$ cat config.mk
export PLATFORM = sky130hd
export DESIGN_NAME = pbls_budget_select
export DESIGN_NICKNAME = d
export VERILOG_FILES = /design/src/pkg/pbls_pkg.sv /design/src/rtl/pbls_pin_filter.sv /design/src/rtl/pbls_budget_select.sv
export SDC_FILE = /design/constraint.sdc
export NUM_CORES = 1
export LEC_CHECK = 0
export BUFFER_PORTS_ARGS = -buffer_cell sky130_fd_sc_hd__buf_2
export CAP_MARGIN = 20
export CELL_PAD_IN_SITES_DETAIL_PLACEMENT = 1
export CELL_PAD_IN_SITES_GLOBAL_PLACEMENT = 1
export CORE_ASPECT_RATIO = 1.2
export CORE_MARGIN = 3
export CORE_UTILIZATION = 40
export DETAILED_ROUTE_END_ITERATION = 8
export HOLD_SLACK_MARGIN = 0.02
export PLACE_DENSITY_LB_ADDON = 0.25
export SLEW_MARGIN = 20
export SYNTH_ARGS = -nofsm -noshare
export SYNTH_HDL_FRONTEND = slang
export SYNTH_SLANG_ARGS = --single-unit
$ cat constraint.sdc
create_clock -name SYS_CLK -period 1.64 [get_ports SYS_CLK]
set_input_delay 0.246 -clock SYS_CLK [delete_from_list [all_inputs] [get_ports SYS_CLK]]
set_output_delay 0.246 -clock SYS_CLK [all_outputs]
set_load 0.01 [all_outputs]
$ cat src/pkg/pbls_pkg.sv
/*
 * Package for the power budget level select block: register map, field
 * positions, reset values, budget constants and timing counts.
 * Assumes a 100 MHz system clock and an AXI4-Lite register bus.
 */
package pbls_pkg;

	// ----------------------------------------------------------------
	// timing
	// ----------------------------------------------------------------
	localparam int CLK_PERIOD_NS = 10;
	localparam int DEBOUNCE_TIME_US = 1;
	localparam int DEBOUNCE_CYCLES = (DEBOUNCE_TIME_US * 1000) / CLK_PERIOD_NS;
	localparam int RESET_LOW_MIN_US = 16;

	// ----------------------------------------------------------------
	// budget table
	// ----------------------------------------------------------------
	localparam int BUDGET_W = 8;
	localparam int NUM_LEVELS = 16;
	localparam int NUM_BANK_REGS = 8;
	localparam logic [7:0] FIXED_TOP_W = 8'h70;
	localparam logic [7:0] STEP_W = 8'h04;
	localparam logic [7:0] BANK1_RST_W = 8'h8C;
	localparam logic [7:0] BANK0_LOW_RST_W = 8'h90;
	localparam logic [7:0] BANK0_HIGH_RST_W = 8'hB0;

	// ----------------------------------------------------------------
	// register offsets (byte addresses)
	// ----------------------------------------------------------------
	localparam logic [7:0] BANK_REG_BASE = 8'h00;
	localparam logic [7:0] LEVEL_CTRL_OFS = 8'h20;
	localparam logic [7:0] LEVEL_STAT_OFS = 8'h24;

	// level control fields
	localparam int CTRL_HOST_SEL_BIT = 4;
	localparam int CTRL_HIGH_MODE_BIT = 5;
	// level status fields
	localparam int STAT_CODE_LSB = 0;
	localparam int STAT_BUDGET_LSB = 8;
	localparam int STAT_CHANGE_BIT = 16;

	localparam logic [1:0] RESP_OKAY = 2'h0;
	localparam logic [1:0] RESP_SLVERR = 2'h2;

	typedef logic [3:0] pbls_code_t;

	// budget output bundle
	typedef struct packed {
		logic [BUDGET_W-1:0] watts;
		pbls_code_t code;
		logic changed;
	} pbls_budget_s;

endpackage : pbls_pkg

$ cat src/rtl/pbls_pin_filter.sv
/*
 * Synchroniser and debouncer for the four level-select pins.
 * Assumes pins are quasi-static board straps that may bounce.
 */
`timescale 1ns/100ps
module pbls_pin_filter #(
	parameter int WIDTH = 4,
	parameter int STABLE_CYCLES = pbls_pkg::DEBOUNCE_CYCLES
) (
	input wire logic clk,
	input wire logic rst_n,
	input wire logic [WIDTH-1:0] pins,
	output logic [WIDTH-1:0] filtered,
	output logic valid
);
	import pbls_pkg::*;

	localparam int CW = $clog2(STABLE_CYCLES + 1);
	localparam logic [CW-1:0] CNT_END = CW'(STABLE_CYCLES);

	logic [WIDTH-1:0] sync1_r;
	logic [WIDTH-1:0] sync2_r;
	logic [WIDTH-1:0] last_r;
	logic [CW-1:0] cnt_r;
	logic valid_r;
	logic [WIDTH-1:0] filtered_r;

	// two-stage synchroniser; first stage feeds nothing but the second
	always_ff @(posedge clk or negedge rst_n) begin
		if (!rst_n) begin
			sync1_r <= '0;
			sync2_r <= '0;
		end else begin
			sync1_r <= pins;
			sync2_r <= sync1_r;
		end
	end

	// a word is accepted only after it held still for the whole window,
	// so a multi-pin change never shows an intermediate code
	always_ff @(posedge clk or negedge rst_n) begin
		if (!rst_n) begin
			last_r <= '0;
			cnt_r <= '0;
			valid_r <= 1'b0;
			filtered_r <= '0;
		end else begin
			last_r <= sync2_r;
			if (sync2_r != last_r) begin
				cnt_r <= '0;
			end else if (cnt_r != CNT_END) begin
				cnt_r <= cnt_r + CW'(1);
			end else begin
				filtered_r <= last_r;
				valid_r <= 1'b1;
			end
		end
	end

	assign filtered = filtered_r;
	assign valid = valid_r;

endmodule : pbls_pin_filter

$ cat src/rtl/pbls_budget_select.sv
/*
 * Total power budget level selector with AXI4-Lite register bank.
 * Assumes board select pins are asynchronous straps, unrelated to SYS_CLK, and a
 * single AXI4-Lite master; the power manager consumes BUDGET_OUT.
 */
// The implementer's own choices: the AXI4-Lite interface to the registers and the address map.
`timescale 1ns/100ps

// What this block does
// four-bit code picks one of sixteen budgets; top half fixed 112 W down to 84 W.
// codes 0 to 7 read writable budget registers, defaults falling 4 W per code.
// a select pin change applies the new budget at once; ports may then shed. Here the change waits for the R7 synchroniser and debounce window.
// level comes from the pins or from a host-written setting.
// external reset must be held low longer than 16 us.
// code 0 register defaults to 144 W in low mode, 176 W in high mode.
// select pins are synchronised and debounced before decoding.
module pbls_budget_select #(
	parameter int DEBOUNCE_CNT = pbls_pkg::DEBOUNCE_CYCLES
) (
	input wire logic SYS_CLK,
	input wire logic RESET_N,
	input wire logic HIGH_POWER_MODE,
	input wire logic LEVEL_SEL_BIT0_PIN,
	input wire logic LEVEL_SEL_BIT1_PIN,
	input wire logic LEVEL_SEL_BIT2_PIN,
	input wire logic LEVEL_SEL_BIT3_BANK_RANGE_PIN,
	input wire logic [7:0] S_AXI_AWADDR,
	input wire logic S_AXI_AWVALID,
	output logic S_AXI_AWREADY,
	input wire logic [31:0] S_AXI_WDATA,
	input wire logic [3:0] S_AXI_WSTRB,
	input wire logic S_AXI_WVALID,
	output logic S_AXI_WREADY,
	output logic [1:0] S_AXI_BRESP,
	output logic S_AXI_BVALID,
	input wire logic S_AXI_BREADY,
	input wire logic [7:0] S_AXI_ARADDR,
	input wire logic S_AXI_ARVALID,
	output logic S_AXI_ARREADY,
	output logic [31:0] S_AXI_RDATA,
	output logic [1:0] S_AXI_RRESP,
	output logic S_AXI_RVALID,
	input wire logic S_AXI_RREADY,
	output pbls_pkg::pbls_budget_s BUDGET_OUT
);
	import pbls_pkg::*;

	// ----------------------------------------------------------------
	// pin filtering
	// ----------------------------------------------------------------
	pbls_code_t pin_code;
	logic pin_valid;

	pbls_pin_filter #(
		.WIDTH(4),
		.STABLE_CYCLES(DEBOUNCE_CNT)
	) u_filter (
		.clk(SYS_CLK),
		.rst_n(RESET_N),
		.pins({LEVEL_SEL_BIT3_BANK_RANGE_PIN, LEVEL_SEL_BIT2_PIN,
			LEVEL_SEL_BIT1_PIN, LEVEL_SEL_BIT0_PIN}),
		.filtered(pin_code),
		.valid(pin_valid)
	);

	// ----------------------------------------------------------------
	// register storage
	// ----------------------------------------------------------------
	logic [BUDGET_W-1:0] bank_r [NUM_BANK_REGS];
	logic [NUM_BANK_REGS-1:0] bank_wr;
	logic [NUM_BANK_REGS-1:0] bank_touched_r;
	logic host_sel_r;
	pbls_code_t host_code_r;
	logic high_mode_r;
	logic mode_seen_r;
	logic change_r;

	// AXI write side state
	logic aw_full_r;
	logic w_full_r;
	logic [7:0] aw_addr_r;
	logic [31:0] w_data_r;
	logic [3:0] w_strb_r;
	logic bvalid_r;
	logic [1:0] bresp_r;
	logic do_write;
	logic ctrl_wr;
	logic wr_hit;

	// ----------------------------------------------------------------
	// AXI4-Lite write channel
	// ----------------------------------------------------------------
	assign S_AXI_AWREADY = !aw_full_r && !bvalid_r;
	assign S_AXI_WREADY = !w_full_r && !bvalid_r;
	assign do_write = aw_full_r && w_full_r && !bvalid_r;

	// address and data are captured independently, in either order
	always_ff @(posedge SYS_CLK or negedge RESET_N) begin
		if (!RESET_N) begin
			aw_full_r <= 1'b0;
			w_full_r <= 1'b0;
			aw_addr_r <= '0;
			w_data_r <= '0;
			w_strb_r <= '0;
		end else begin
			if (S_AXI_AWVALID && S_AXI_AWREADY) begin
				aw_full_r <= 1'b1;
				aw_addr_r <= S_AXI_AWADDR;
			end else if (do_write) begin
				aw_full_r <= 1'b0;
			end
			if (S_AXI_WVALID && S_AXI_WREADY) begin
				w_full_r <= 1'b1;
				w_data_r <= S_AXI_WDATA;
				w_strb_r <= S_AXI_WSTRB;
			end else if (do_write) begin
				w_full_r <= 1'b0;
			end
		end
	end

	// write decode: bank registers then control
	genvar gi;
	generate
		for (gi = 0; gi < NUM_BANK_REGS; gi++) begin : g_bank_dec
			assign bank_wr[gi] = do_write && w_strb_r[0] &&
				(aw_addr_r == BANK_REG_BASE + 8'(gi * 4));
		end
	endgenerate
	assign ctrl_wr = do_write && w_strb_r[0] && (aw_addr_r == LEVEL_CTRL_OFS);
	always_comb begin
		if (aw_addr_r[7:5] == 3'h0 && aw_addr_r[1:0] == 2'h0) begin
			wr_hit = 1'b1;
		end else if (aw_addr_r == LEVEL_CTRL_OFS || aw_addr_r == LEVEL_STAT_OFS) begin
			wr_hit = 1'b1;
		end else begin
			wr_hit = 1'b0;
		end
	end

	// write response; unmapped addresses get SLVERR
	always_ff @(posedge SYS_CLK or negedge RESET_N) begin
		if (!RESET_N) begin
			bvalid_r <= 1'b0;
			bresp_r <= RESP_OKAY;
		end else if (do_write) begin
			bvalid_r <= 1'b1;
			bresp_r <= wr_hit ? RESP_OKAY : RESP_SLVERR;
		end else if (S_AXI_BREADY) begin
			bvalid_r <= 1'b0;
		end
	end
	assign S_AXI_BVALID = bvalid_r;
	assign S_AXI_BRESP = bresp_r;

	// ----------------------------------------------------------------
	// budget bank registers
	// ----------------------------------------------------------------
	// untouched registers follow the mode default, so the mode strap
	// sampled after reset still governs code 0 until software overrides
	generate
		for (gi = 0; gi < NUM_BANK_REGS; gi++) begin : g_bank
			logic [BUDGET_W-1:0] dflt;
			if (gi == 0) begin : g_b0
				assign dflt = high_mode_r ? BANK0_HIGH_RST_W : BANK0_LOW_RST_W;
			end else begin : g_bn
				assign dflt = BANK1_RST_W - 8'((gi - 1) * 4);
			end
			always_ff @(posedge SYS_CLK or negedge RESET_N) begin
				if (!RESET_N) begin
					bank_r[gi] <= '0;
					bank_touched_r[gi] <= 1'b0;
				end else if (bank_wr[gi]) begin
					bank_r[gi] <= w_data_r[BUDGET_W-1:0];
					bank_touched_r[gi] <= 1'b1;
				end else if (!bank_touched_r[gi]) begin
					bank_r[gi] <= dflt;
				end
			end
		end
	endgenerate

	// mode strap caught once, the first clock after reset release
	always_ff @(posedge SYS_CLK or negedge RESET_N) begin
		if (!RESET_N) begin
			high_mode_r <= 1'b0;
			mode_seen_r <= 1'b0;
		end else if (!mode_seen_r) begin
			high_mode_r <= HIGH_POWER_MODE;
			mode_seen_r <= 1'b1;
		end
	end

	// host level override control
	always_ff @(posedge SYS_CLK or negedge RESET_N) begin
		if (!RESET_N) begin
			host_sel_r <= 1'b0;
			host_code_r <= '0;
		end else if (ctrl_wr) begin
			host_sel_r <= w_data_r[CTRL_HOST_SEL_BIT];
			host_code_r <= w_data_r[3:0];
		end
	end

	// ----------------------------------------------------------------
	// level decode
	// ----------------------------------------------------------------
	pbls_code_t code_nxt;
	logic [BUDGET_W-1:0] watts_nxt;
	pbls_budget_s budget_r;
	logic stat_rd;

	assign code_nxt = host_sel_r ? host_code_r : pin_code;

	// upper half is a fixed ladder; lower half indexes the bank
	always_comb begin
		if (code_nxt[3]) begin
			watts_nxt = FIXED_TOP_W - STEP_W * {5'h00, code_nxt[2:0]};
		end else begin
			watts_nxt = bank_r[code_nxt[2:0]];
		end
	end

	// budget follows the code every cycle, so a pin change takes effect as soon
	// as the debounced code updates; the power manager then sheds ports as needed
	always_ff @(posedge SYS_CLK or negedge RESET_N) begin
		if (!RESET_N) begin
			budget_r <= '0;
		end else begin
			budget_r.watts <= watts_nxt;
			budget_r.code <= code_nxt;
			budget_r.changed <= (pin_valid || host_sel_r) && (code_nxt != budget_r.code);
		end
	end
	assign BUDGET_OUT = budget_r;

	// sticky change flag, set wins over read-clear
	always_ff @(posedge SYS_CLK or negedge RESET_N) begin
		if (!RESET_N) begin
			change_r <= 1'b0;
		end else if (budget_r.changed) begin
			change_r <= 1'b1;
		end else if (stat_rd) begin
			change_r <= 1'b0;
		end
	end

	// ----------------------------------------------------------------
	// AXI4-Lite read channel
	// ----------------------------------------------------------------
	logic rvalid_r;
	logic [31:0] rdata_r;
	logic [1:0] rresp_r;

	assign S_AXI_ARREADY = !rvalid_r;
	assign stat_rd = S_AXI_ARVALID && !rvalid_r && (S_AXI_ARADDR == LEVEL_STAT_OFS);

	// one read at a time; data registered, valid one cycle after the address
	always_ff @(posedge SYS_CLK or negedge RESET_N) begin
		if (!RESET_N) begin
			rvalid_r <= 1'b0;
			rdata_r <= '0;
			rresp_r <= RESP_OKAY;
		end else if (S_AXI_ARVALID && !rvalid_r) begin
			rvalid_r <= 1'b1;
			rresp_r <= RESP_OKAY;
			rdata_r <= '0;
			if (S_AXI_ARADDR[7:5] == 3'h0 && S_AXI_ARADDR[1:0] == 2'h0) begin
				rdata_r[BUDGET_W-1:0] <= bank_r[S_AXI_ARADDR[4:2]];
			end else if (S_AXI_ARADDR == LEVEL_CTRL_OFS) begin
				rdata_r[3:0] <= host_code_r;
				rdata_r[CTRL_HOST_SEL_BIT] <= host_sel_r;
				rdata_r[CTRL_HIGH_MODE_BIT] <= high_mode_r;
			end else if (S_AXI_ARADDR == LEVEL_STAT_OFS) begin
				rdata_r[STAT_CODE_LSB +: 4] <= budget_r.code;
				rdata_r[STAT_BUDGET_LSB +: BUDGET_W] <= budget_r.watts;
				rdata_r[STAT_CHANGE_BIT] <= change_r || budget_r.changed;
			end else begin
				rresp_r <= RESP_SLVERR;
			end
		end else if (S_AXI_RREADY) begin
			rvalid_r <= 1'b0;
		end
	end
	assign S_AXI_RVALID = rvalid_r;
	assign S_AXI_RDATA = rdata_r;
	assign S_AXI_RRESP = rresp_r;

endmodule : pbls_budget_select

# Word level (Yosys, flattened, before mapping)
# Index checks and enable logic that the tools add are counted.
# classes
n_addsub	2
n_mul	0
div_mod_pow	0
n_lt_le_gt_ge	2
eq_ne	22
n_shift	0
muxes	50
bitwise_logic	4
reduce_logical	40
# op_table
op	n
$mux 8	21
$bmux 8 s3	2
$eq 8x5->1 const B	4
$eq 8x6->1 const B	4
$mux 9	3
$logic_and 1x1->1	21
$eq 8x4->1 const B	2
$ne 2x2->1 const B	8
$mux 7	2
$mux 2	6
$mux 4	3
$mux 6	2
$reduce_bool 2->1	6
$mux 1	11
$eq 8x3->1 const B	1
$ge 4x4->1 const B	2
$logic_not 8->1	1
$ne 4x4->1	2
$not 3->4	2
$sub 7x5->8 const A	1
$add 7x1->7 const B	1
$ne 7x7->1 const B	1
$logic_not 3->1	2
$logic_not 1->1	4
other kinds (4)	8
# totals
regBits	159
latchBits	0
ramBits	0
mem_bits_ro	0
out_inout_bits	54
word_cells	160
memories	0

# Longest topological paths before layout
# Gate-level depths: netlist of the first run.
# depth
depth_word	6
ltp_mapped	9

# By module
# A second synthesis of the first run with hierarchy kept.
# unflattened
cells_unflattened	699
area_unflattened_um2	7383.3
# by_module_without_submodules
module	n_inst	cells_each	area_each_um2	seq_area_each_um2
pbls_budget_select	1	635	6470.0	3328.2
pbls_pin_filter	1	64	913.4	600.6

# Least setup slack after synthesis of the first run
# OpenSTA, ideal clock, no wires.
# synth_timing
path_kind	register -> register
startpoint	reg bvalid_r, in the netlist S_AXI_BVALID
endpoint	reg bank_r[5] (netlist bit)
setup_ns	0.125
t_arrival_ns	1.650
required_ns	1.515
path_slack_ns	-0.135
stages_incl_launch_ff	6
n_path_buf	1
synth_period_minus_slack_ns	1.775
path_cell_list	dfrtp_1 > and3b_1 > buf_2 > nand3_2 > nor3_2 > mux2_2
# synth_between
elab_chain_len	5
word_cells_on_any_way	6
cone_classes	eq/ne: 1; mux: 1; reduce/logical: 4
# synth_rtl
element	line_no	text
start, declared	pbls_budget_select.sv:84	logic bvalid_r;
start signal, assigned	pbls_budget_select.sv:144	bvalid_r <= 1'b0;
start signal, assigned	pbls_budget_select.sv:147	bvalid_r <= 1'b1;
start signal, assigned	pbls_budget_select.sv:150	bvalid_r <= 1'b0;
$logic_not 1->1 (*)	pbls_budget_select.sv:95	assign do_write = aw_full_r && w_full_r && !bvalid_r;
$logic_and 1x1->1 (*)	pbls_budget_select.sv:95	
$logic_and 1x1->1 (*) (2 in series)	pbls_budget_select.sv:126	assign bank_wr[gi] = do_write && w_strb_r[0] &&
$ne 2x2->1 (no source line) or $mux 8 (tied branches)	n/a	
end signal, assigned by index	pbls_budget_select.sv:174	bank_r[gi] <= w_data_r[BUDGET_W-1:0];
end signal, assigned by index	pbls_budget_select.sv:177	bank_r[gi] <= dflt;
end, declared	pbls_budget_select.sv:69	logic [BUDGET_W-1:0] bank_r [NUM_BANK_REGS];
# Mark *: on every way between the ends. The rest lies on a longest branch, timed or not.
# A chain may end at the register's enable or synchronous reset.

# Worst setup path in the final report of the first run
# layout_timing
startpoint	reg aw_addr_r[6]
endpoint	reg bank_r[8] (netlist bit)
# layout_between
elab_chain_len	3
word_cells_on_any_way	4
cone_classes	eq/ne: 2; mux: 1; reduce/logical: 1
# layout_rtl
element	line_no	text
start, declared	pbls_budget_select.sv:81	logic [7:0] aw_addr_r;
start signal, assigned	pbls_budget_select.sv:102	aw_addr_r <= '0;
start signal, assigned	pbls_budget_select.sv:108	aw_addr_r <= S_AXI_AWADDR;
$eq 8x5->1 (*)	pbls_budget_select.sv:127	(aw_addr_r == BANK_REG_BASE + 8'(gi * 4));
$logic_and 1x1->1 (*)	pbls_budget_select.sv:126	
$ne 2x2->1 (no source line) or $mux 8 (tied branches)	n/a	
# Marked as above.

==> results of run 1 <==
==> synth_stat cells (4+ instances only) <==
cell type / instances / share of area
nor3_2: 4 / 0.0054
xnor2_1: 10 / 0.012
nor3b_1: 21 / 0.021
inv_1: 16 / 0.0081
a22o_1: 8 / 0.0095
buf_4: 20 / 0.020
mux2i_1: 9 / 0.012
nand4_1: 6 / 0.0051
a221oi_1: 4 / 0.0047
clkbuf_1: 11 / 0.0056
a31oi_1: 5 / 0.0042
mux2_2: 26 / 0.040
o21ai_1: 4 / 0.0027
dfrtp_1: 157 / 0.53
buf_1: 7 / 0.0036
nor2_1: 31 / 0.016
a21oi_1: 35 / 0.024
or2_2: 7 / 0.0059
nor3_1: 4 / 0.0027
nand3_1: 25 / 0.017
nand2b_1: 6 / 0.0051
o21ai_0: 54 / 0.037
buf_2: 13 / 0.0088
mux4_2: 19 / 0.058
nand2_1: 145 / 0.074
==> state kept, by name (all words and copies together), names as in the netlist, 4 cells and up <==
register and count:
BUDGET_OUT 13, S_AXI_RDATA 17, aw_addr_r 8, bank_r 64, bank_touched_r 8, host_code_r 4
u_filter.cnt_r 7, u_filter.filtered 4, u_filter.last_r 4, u_filter.sync1_r 4, u_filter.sync2_r 4, w_data_r 8
==> worst max-delay path by stage <==
stage,from,end,slack [ps]
floorplan,aw_addr_r[6],bank_r[54],-60
global placement,S_AXI_ARADDR[6],S_AXI_RDATA[0],-230
detailed placement,S_AXI_ARADDR[6],S_AXI_RDATA[1],-310
CTS,aw_addr_r[1],bank_r[12],-170
global route,aw_addr_r[6],bank_r[8],-370
finish,aw_addr_r[6],bank_r[8],-320
==> logic make-up after synthesis <==
| logic type | count (synthesis) | share of synthesized area |
|---|---|---|
| AO/OA/AOI/OAI | 128 | 0.1017 |
| XOR/XNOR | 11 | 0.01305 |
| other | 2 | 0.001017 |
| adder cells (fa/ha/maj) | 3 | 0.005085 |
| AND/OR/NAND/NOR | 267 | 0.1792 |
| flip-flops | 157 | 0.5322 |
| buffers and inverters | 72 | 0.05000 |
| multiplexers | 57 | 0.1178 |
==> through the flow <==
step | hold slack (ps) | instance area (sq um) | std cells | util | setup WS [ps]
4_1_cts | 25.75 | 9902 | 1096 | 0.5551 | -167.8
6_report | 32.74 | 10560 | 1119 | 0.5919 | -321.9
2_1_floorplan | -49.59 | 7500 | 713 | - | -57.30
5_1_grt | 27.19 | 10560 | 1118 | 0.5918 | -368.3
3_5_place_dp | 224.7 | 8546 | 1032 | 0.4791 | -310.2
3_3_place_gp | 218.9 | 8546 | 1032 | 0.4791 | -233.9
==> final cells by class <==
cell class	instances	share of cell area
repair buffers	204	0.1766
well taps	220	0.02607
clock buffers	19	0.04195
flip-flops and latches	157	0.3723
inverters	20	0.008769
repair inverters	1	0.0008295
clock inverters	13	0.01232
diodes	1	0.0002370
multi-input cells	484	0.3609
==> repair_timing <==
item	in CTS	in global routing
pin swaps	26	47
gates resized for setup	121	114
hold buffers	9	0
hold endpoints to repair	48	0
gates cloned	8	8
setup buffers	15	20
endpoints found under the setup margin	85	91
==> per-layer routing <==
layer	part of all wire	track usage
met3	0.066	0.05250
met4	0.052	0.1455
met5	0.00068	0
met2	0.52	0.4549
met1	0.36	0.3120
==> worst max-delay path, cell delays in order (launching register included) <==
cell,delay [ps]
dfrtp_1,420
nor4_4,320
buf_4,180
nand3_4,110
buf_12,160
nor3_4,230
buf_6,160
clkbuf_16,160
nand2_4,40
o21ai_1,100
==> power by group <==
part	switching [uW]	internal, uW
registers	797	4270
clock network	1760	2160
logic	1090	953
total	3640	7380
==> flow_summary.yaml, run 1 <==
outcome:
  status: "finished, violations left"
  violations: "negative setup slack"
final_layout:
  nets: 952
  layout_common_cells: "155 x dfrtp_1, 109 x nand2_1, 72 x buf_2"
  final_common_cell: "dfrtp_1"
  multi_input_comb_area_sq_mm: 0.003811
  drive_above_1_share: 0.4610
  nFillCells: 1857
  syn2layout_area_growth_pct: 43.03
  regArea_sq_mm: 0.003931
worst_setup_path:
  cp-end-kind: "flop"
  critPathRequiredTime_ps: 2000
  rr_worst_depth: 9
  startpoint_type: "flop"
  worstSetupPathType: "reg -> reg"
  r2r_end: "bank_r[8]"
  r2r_slack_ps: -320
  timing.rr.start: "aw_addr_r[6]"
  path_max_fanout: 4
  arrival_ps: 2320
timing:
  fin_worst_skew_ps: 7.521
  period_needed_ps: 1962
  hold_violations: 0
  relSlewSlack: 0.5117
  fmax_mhz: 509.7
  tns_ps: -14460
  finalSetupViolCount: 86
  tightestPinTransition_ps: 732.5
  finalCritPeriodShare: 1.196
  slew_viol_final: 0
  rsz0062_at_grt: "yes"
  worst_slack_ps: -321.9
routing:
  drc: 0
  dr.pass1.iters: 5
  wl_per_cell_um: 24.97
  ant_nets: 0
  drt_iter0_drc: 468
  vias: 6508
  wl_um: 27950
  viasPerCell: 5.816
global_route:
  grt_pass1_vias: 6874
  grt_usage: 0.2665
  grt_pass1_wl_um: 39900
  antenna_found_initial: 2
  grt_max_degree: 49
  grt.overflow.total: 0
logic_synthesis:
  syn_area_sq_mm: 0.007382
  synth_area_per_cell_sq_um: 10.59
  synth_edf_count: 0
  syn_inst: 697
  synth_ff_type: "dfrtp_1"
  ys_types: 59
  synth-seq-cells: 157
  ys_seq_area_frac: 0.5322
  synth-async-reset-ratio: 1.000
  ys_warn_count: 0
hold_path:
  hold-path-endpoint: "aw_addr_r[2]"
  worstHoldPathType: "in -> reg"
  hold_depth: 2
  min_from: "S_AXI_AWADDR[2]"
placed_design:
  gp_congestion: 0.8400
  place_hpwl_um: 16660
  io_buffers: 73
floorplanning:
  io-pin-count: 118
  rows: 53
  dieArea_sq_mm: 0.02013
  coreArea_sq_mm: 0.01784
  start_util: 0.4138
  die_w_um: 130.0
  die_y_um: 154.8
power_and_ir_drop:
  p_total_uw: 11020
  ir_worst_vdd_uv: 855.2
  p_leak_uw: 0.004684
  p_per_area_mw_per_mm2: 1044
clocking:
  clock_latency_ps: 440
  path_clk_slew_ps: 70
  clock-sinks: 157
  numCtsBuffers: 17
  root_buffer: "clkbuf_16"
  max-clock-path-buffers: 2
  htree_levels: 4
  cts_tree: "done"
run:
  cap_violations: 0
Note: power is estimated with default switching activity, not from simulation.
==> run 2: changes to the inputs <==
BUFFER_PORTS_ARGS = -buffer_cell sky130_fd_sc_hd__clkbuf_2   (was -buffer_cell sky130_fd_sc_hd__buf_2)
==> flow_summary.yaml, run 2 (synthesis gave the netlist of run 1 again) <==
timing:
  tightestPinTransition_ps: 666.1
  rsz0062_at_grt: "yes"
  relSlewSlack: 0.5559
  slew_viol_final: 0
  period_needed_ps: 1841
  finalCritPeriodShare: 1.123
  tns_ps: -8852
  fmax_mhz: 543.1
  fin_worst_skew_ps: 9.206
  finalSetupViolCount: 80
  worst_slack_ps: -201.2
  hold_violations: 0
global_route:
  antenna_found_initial: 0
  grt_pass1_vias: 6874
  grt_max_degree: 59
  grt.overflow.total: 0
  grt_usage: 0.2638
  grt_pass1_wl_um: 39930
placed_design:
  place_hpwl_um: 16420
  dpl-instance-area_sq_mm: 0.008543
  io_buffers: 73
  gp_congestion: 0.9184
  dp_slack_ps: -246.4
worst_setup_path:
  crit_family: "buffers and inverters"
  cp-end-kind: "flop"
  arrival_ps: 2210
  startpoint_type: "flop"
  critPathRequiredTime_ps: 2010
  cp_slowest_stage_delay_ps: 410
  cp_num_buf_inv: 4
  cp_slowest_cell: "dfrtp_1"
  worstSetupPathType: "reg -> reg"
  crit_path_frequent_cell: "buf_6"
  cp_cell_sequence: "nor4_4 > buf_4 > nand3_4 > buf_6 > nor3_4 > buf_6 > buf_12 > nor3b_1 > a21oi_1"
  path_max_fanout: 5
clocking:
  path_clk_slew_ps: 70
  cts_tree: "done"
  root_buffer: "clkbuf_16"
  max-clock-path-buffers: 2
  clock_latency_ps: 450
  clock-sinks: 157
  htree_levels: 4
  numCtsBuffers: 17
final_layout:
  final_common_cell: "dfrtp_1"
  n_antenna_cell: 0
  nets: 944
  stdcell_area_sq_mm: 0.01037
  syn2layout_area_growth_pct: 40.46
  drive_above_1_share: 0.4506
  layout_common_cells: "154 x dfrtp_1, 106 x nand2_1, 72 x clkbuf_2"
  largest_reg_flops: 64
  top_register: "bank_r"
routing:
  drt_iter0_drc: 519
  vias: 6506
  dr.pass1.iters: 5
  wl_per_cell_um: 24.71
  ant_nets: 0
  drc: 0
  wl_um: 27420
  viasPerCell: 5.861
floorplanning:
  coreArea_sq_mm: 0.01784
  die_y_um: 154.8
  rows: 53
  die_w_um: 130.0
  io-pin-count: 118
  dieArea_sq_mm: 0.02013
  start_util: 0.4138
power_and_ir_drop:
  ir_worst_vdd_uv: 759.1
  p_leak_uw: 0.004650
  p_total_uw: 11220
  p_per_area_mw_per_mm2: 1082
hold_path:
  worstHoldPathType: "in -> reg"
outcome:
  status: "finished, violations left"
  violations: "negative setup slack"
run:
  cap_violations: 0
run 2: repair_timing:
| action | CTS | global route |
|---|---|---|
| setup buffers | 11 | 13 |
| gates resized for setup | 125 | 107 |
| cloned | 10 | 6 |
| pin swaps | 29 | 40 |
| hold buffers | 10 | 0 |
| endpoints found under the setup margin | 83 | 87 |
| endpoints found under the hold margin | 139 | 0 |
run 2: worst register-to-register path, delay by kind of cell, from the launching register on:
| kind | cells | cell delay (ps) |
|---|---|---|
| AOI/OAI and AO/OA | 1 | 130 |
| buffers and inverters | 4 | 620 |
| DFF | 1 | 410 |
| and+or+nand+nor | 4 | 610 |
run 2: final timing paths:
kind | startpoint | to | slack, ps | cells after the start
min in group asynchronous | RESET_N | BUDGET_OUT[8] | 210 | 2
max in group asynchronous | RESET_N | aw_addr_r[3] | 750 | 3
max | aw_addr_r[6] | bank_r[11] | -200 | 9
max reg2reg | aw_addr_r[6] | bank_r[11] | -200 | 9
min | S_AXI_WDATA[4] | w_data_r[4] | 20 | 3
min reg2reg | u_filter.sync1_r[3] | u_filter.sync2_r[3] | 360 | 0
run 2: stage by stage:
| stage | hold WS [ps] | std cells | util |
|---|---|---|---|
| 6_report | 21.56 | 1110 | 0.5813 |
| 3_3_place_gp | 109.4 | 1035 | 0.4789 |
| 3_5_place_dp | 110.0 | 1035 | 0.4789 |
| 5_1_grt | 33.65 | 1110 | 0.5813 |
| 4_1_cts | 25.38 | 1096 | 0.5490 |
| 2_1_floorplan | -49.59 | 713 | - |
run 2: cell type report:
class	instances	area, sq um
timing repair buffer	195	1725
clock inverter	15	177.7
tap	220	275.3
clock buffer	17	425.4
fill	1885	7470
inverter	20	92.59
sequential	157	3933
multi-input combinational	485	3732
timing repair inverter	1	7.507
run 2: routing by layer:
layer,GRT usage,share of wire
met2,0.4532,0.50
met5,0,0
met4,0.1119,0.059
met1,0.3176,0.38
met3,0.05665,0.058
run 2: where the power goes:
part           switching [uW]  leakage [uW]  internal [uW]
registers                 855       0.00196           4270
clock network            1830      0.000287           2290
logic                    1070       0.00240            909
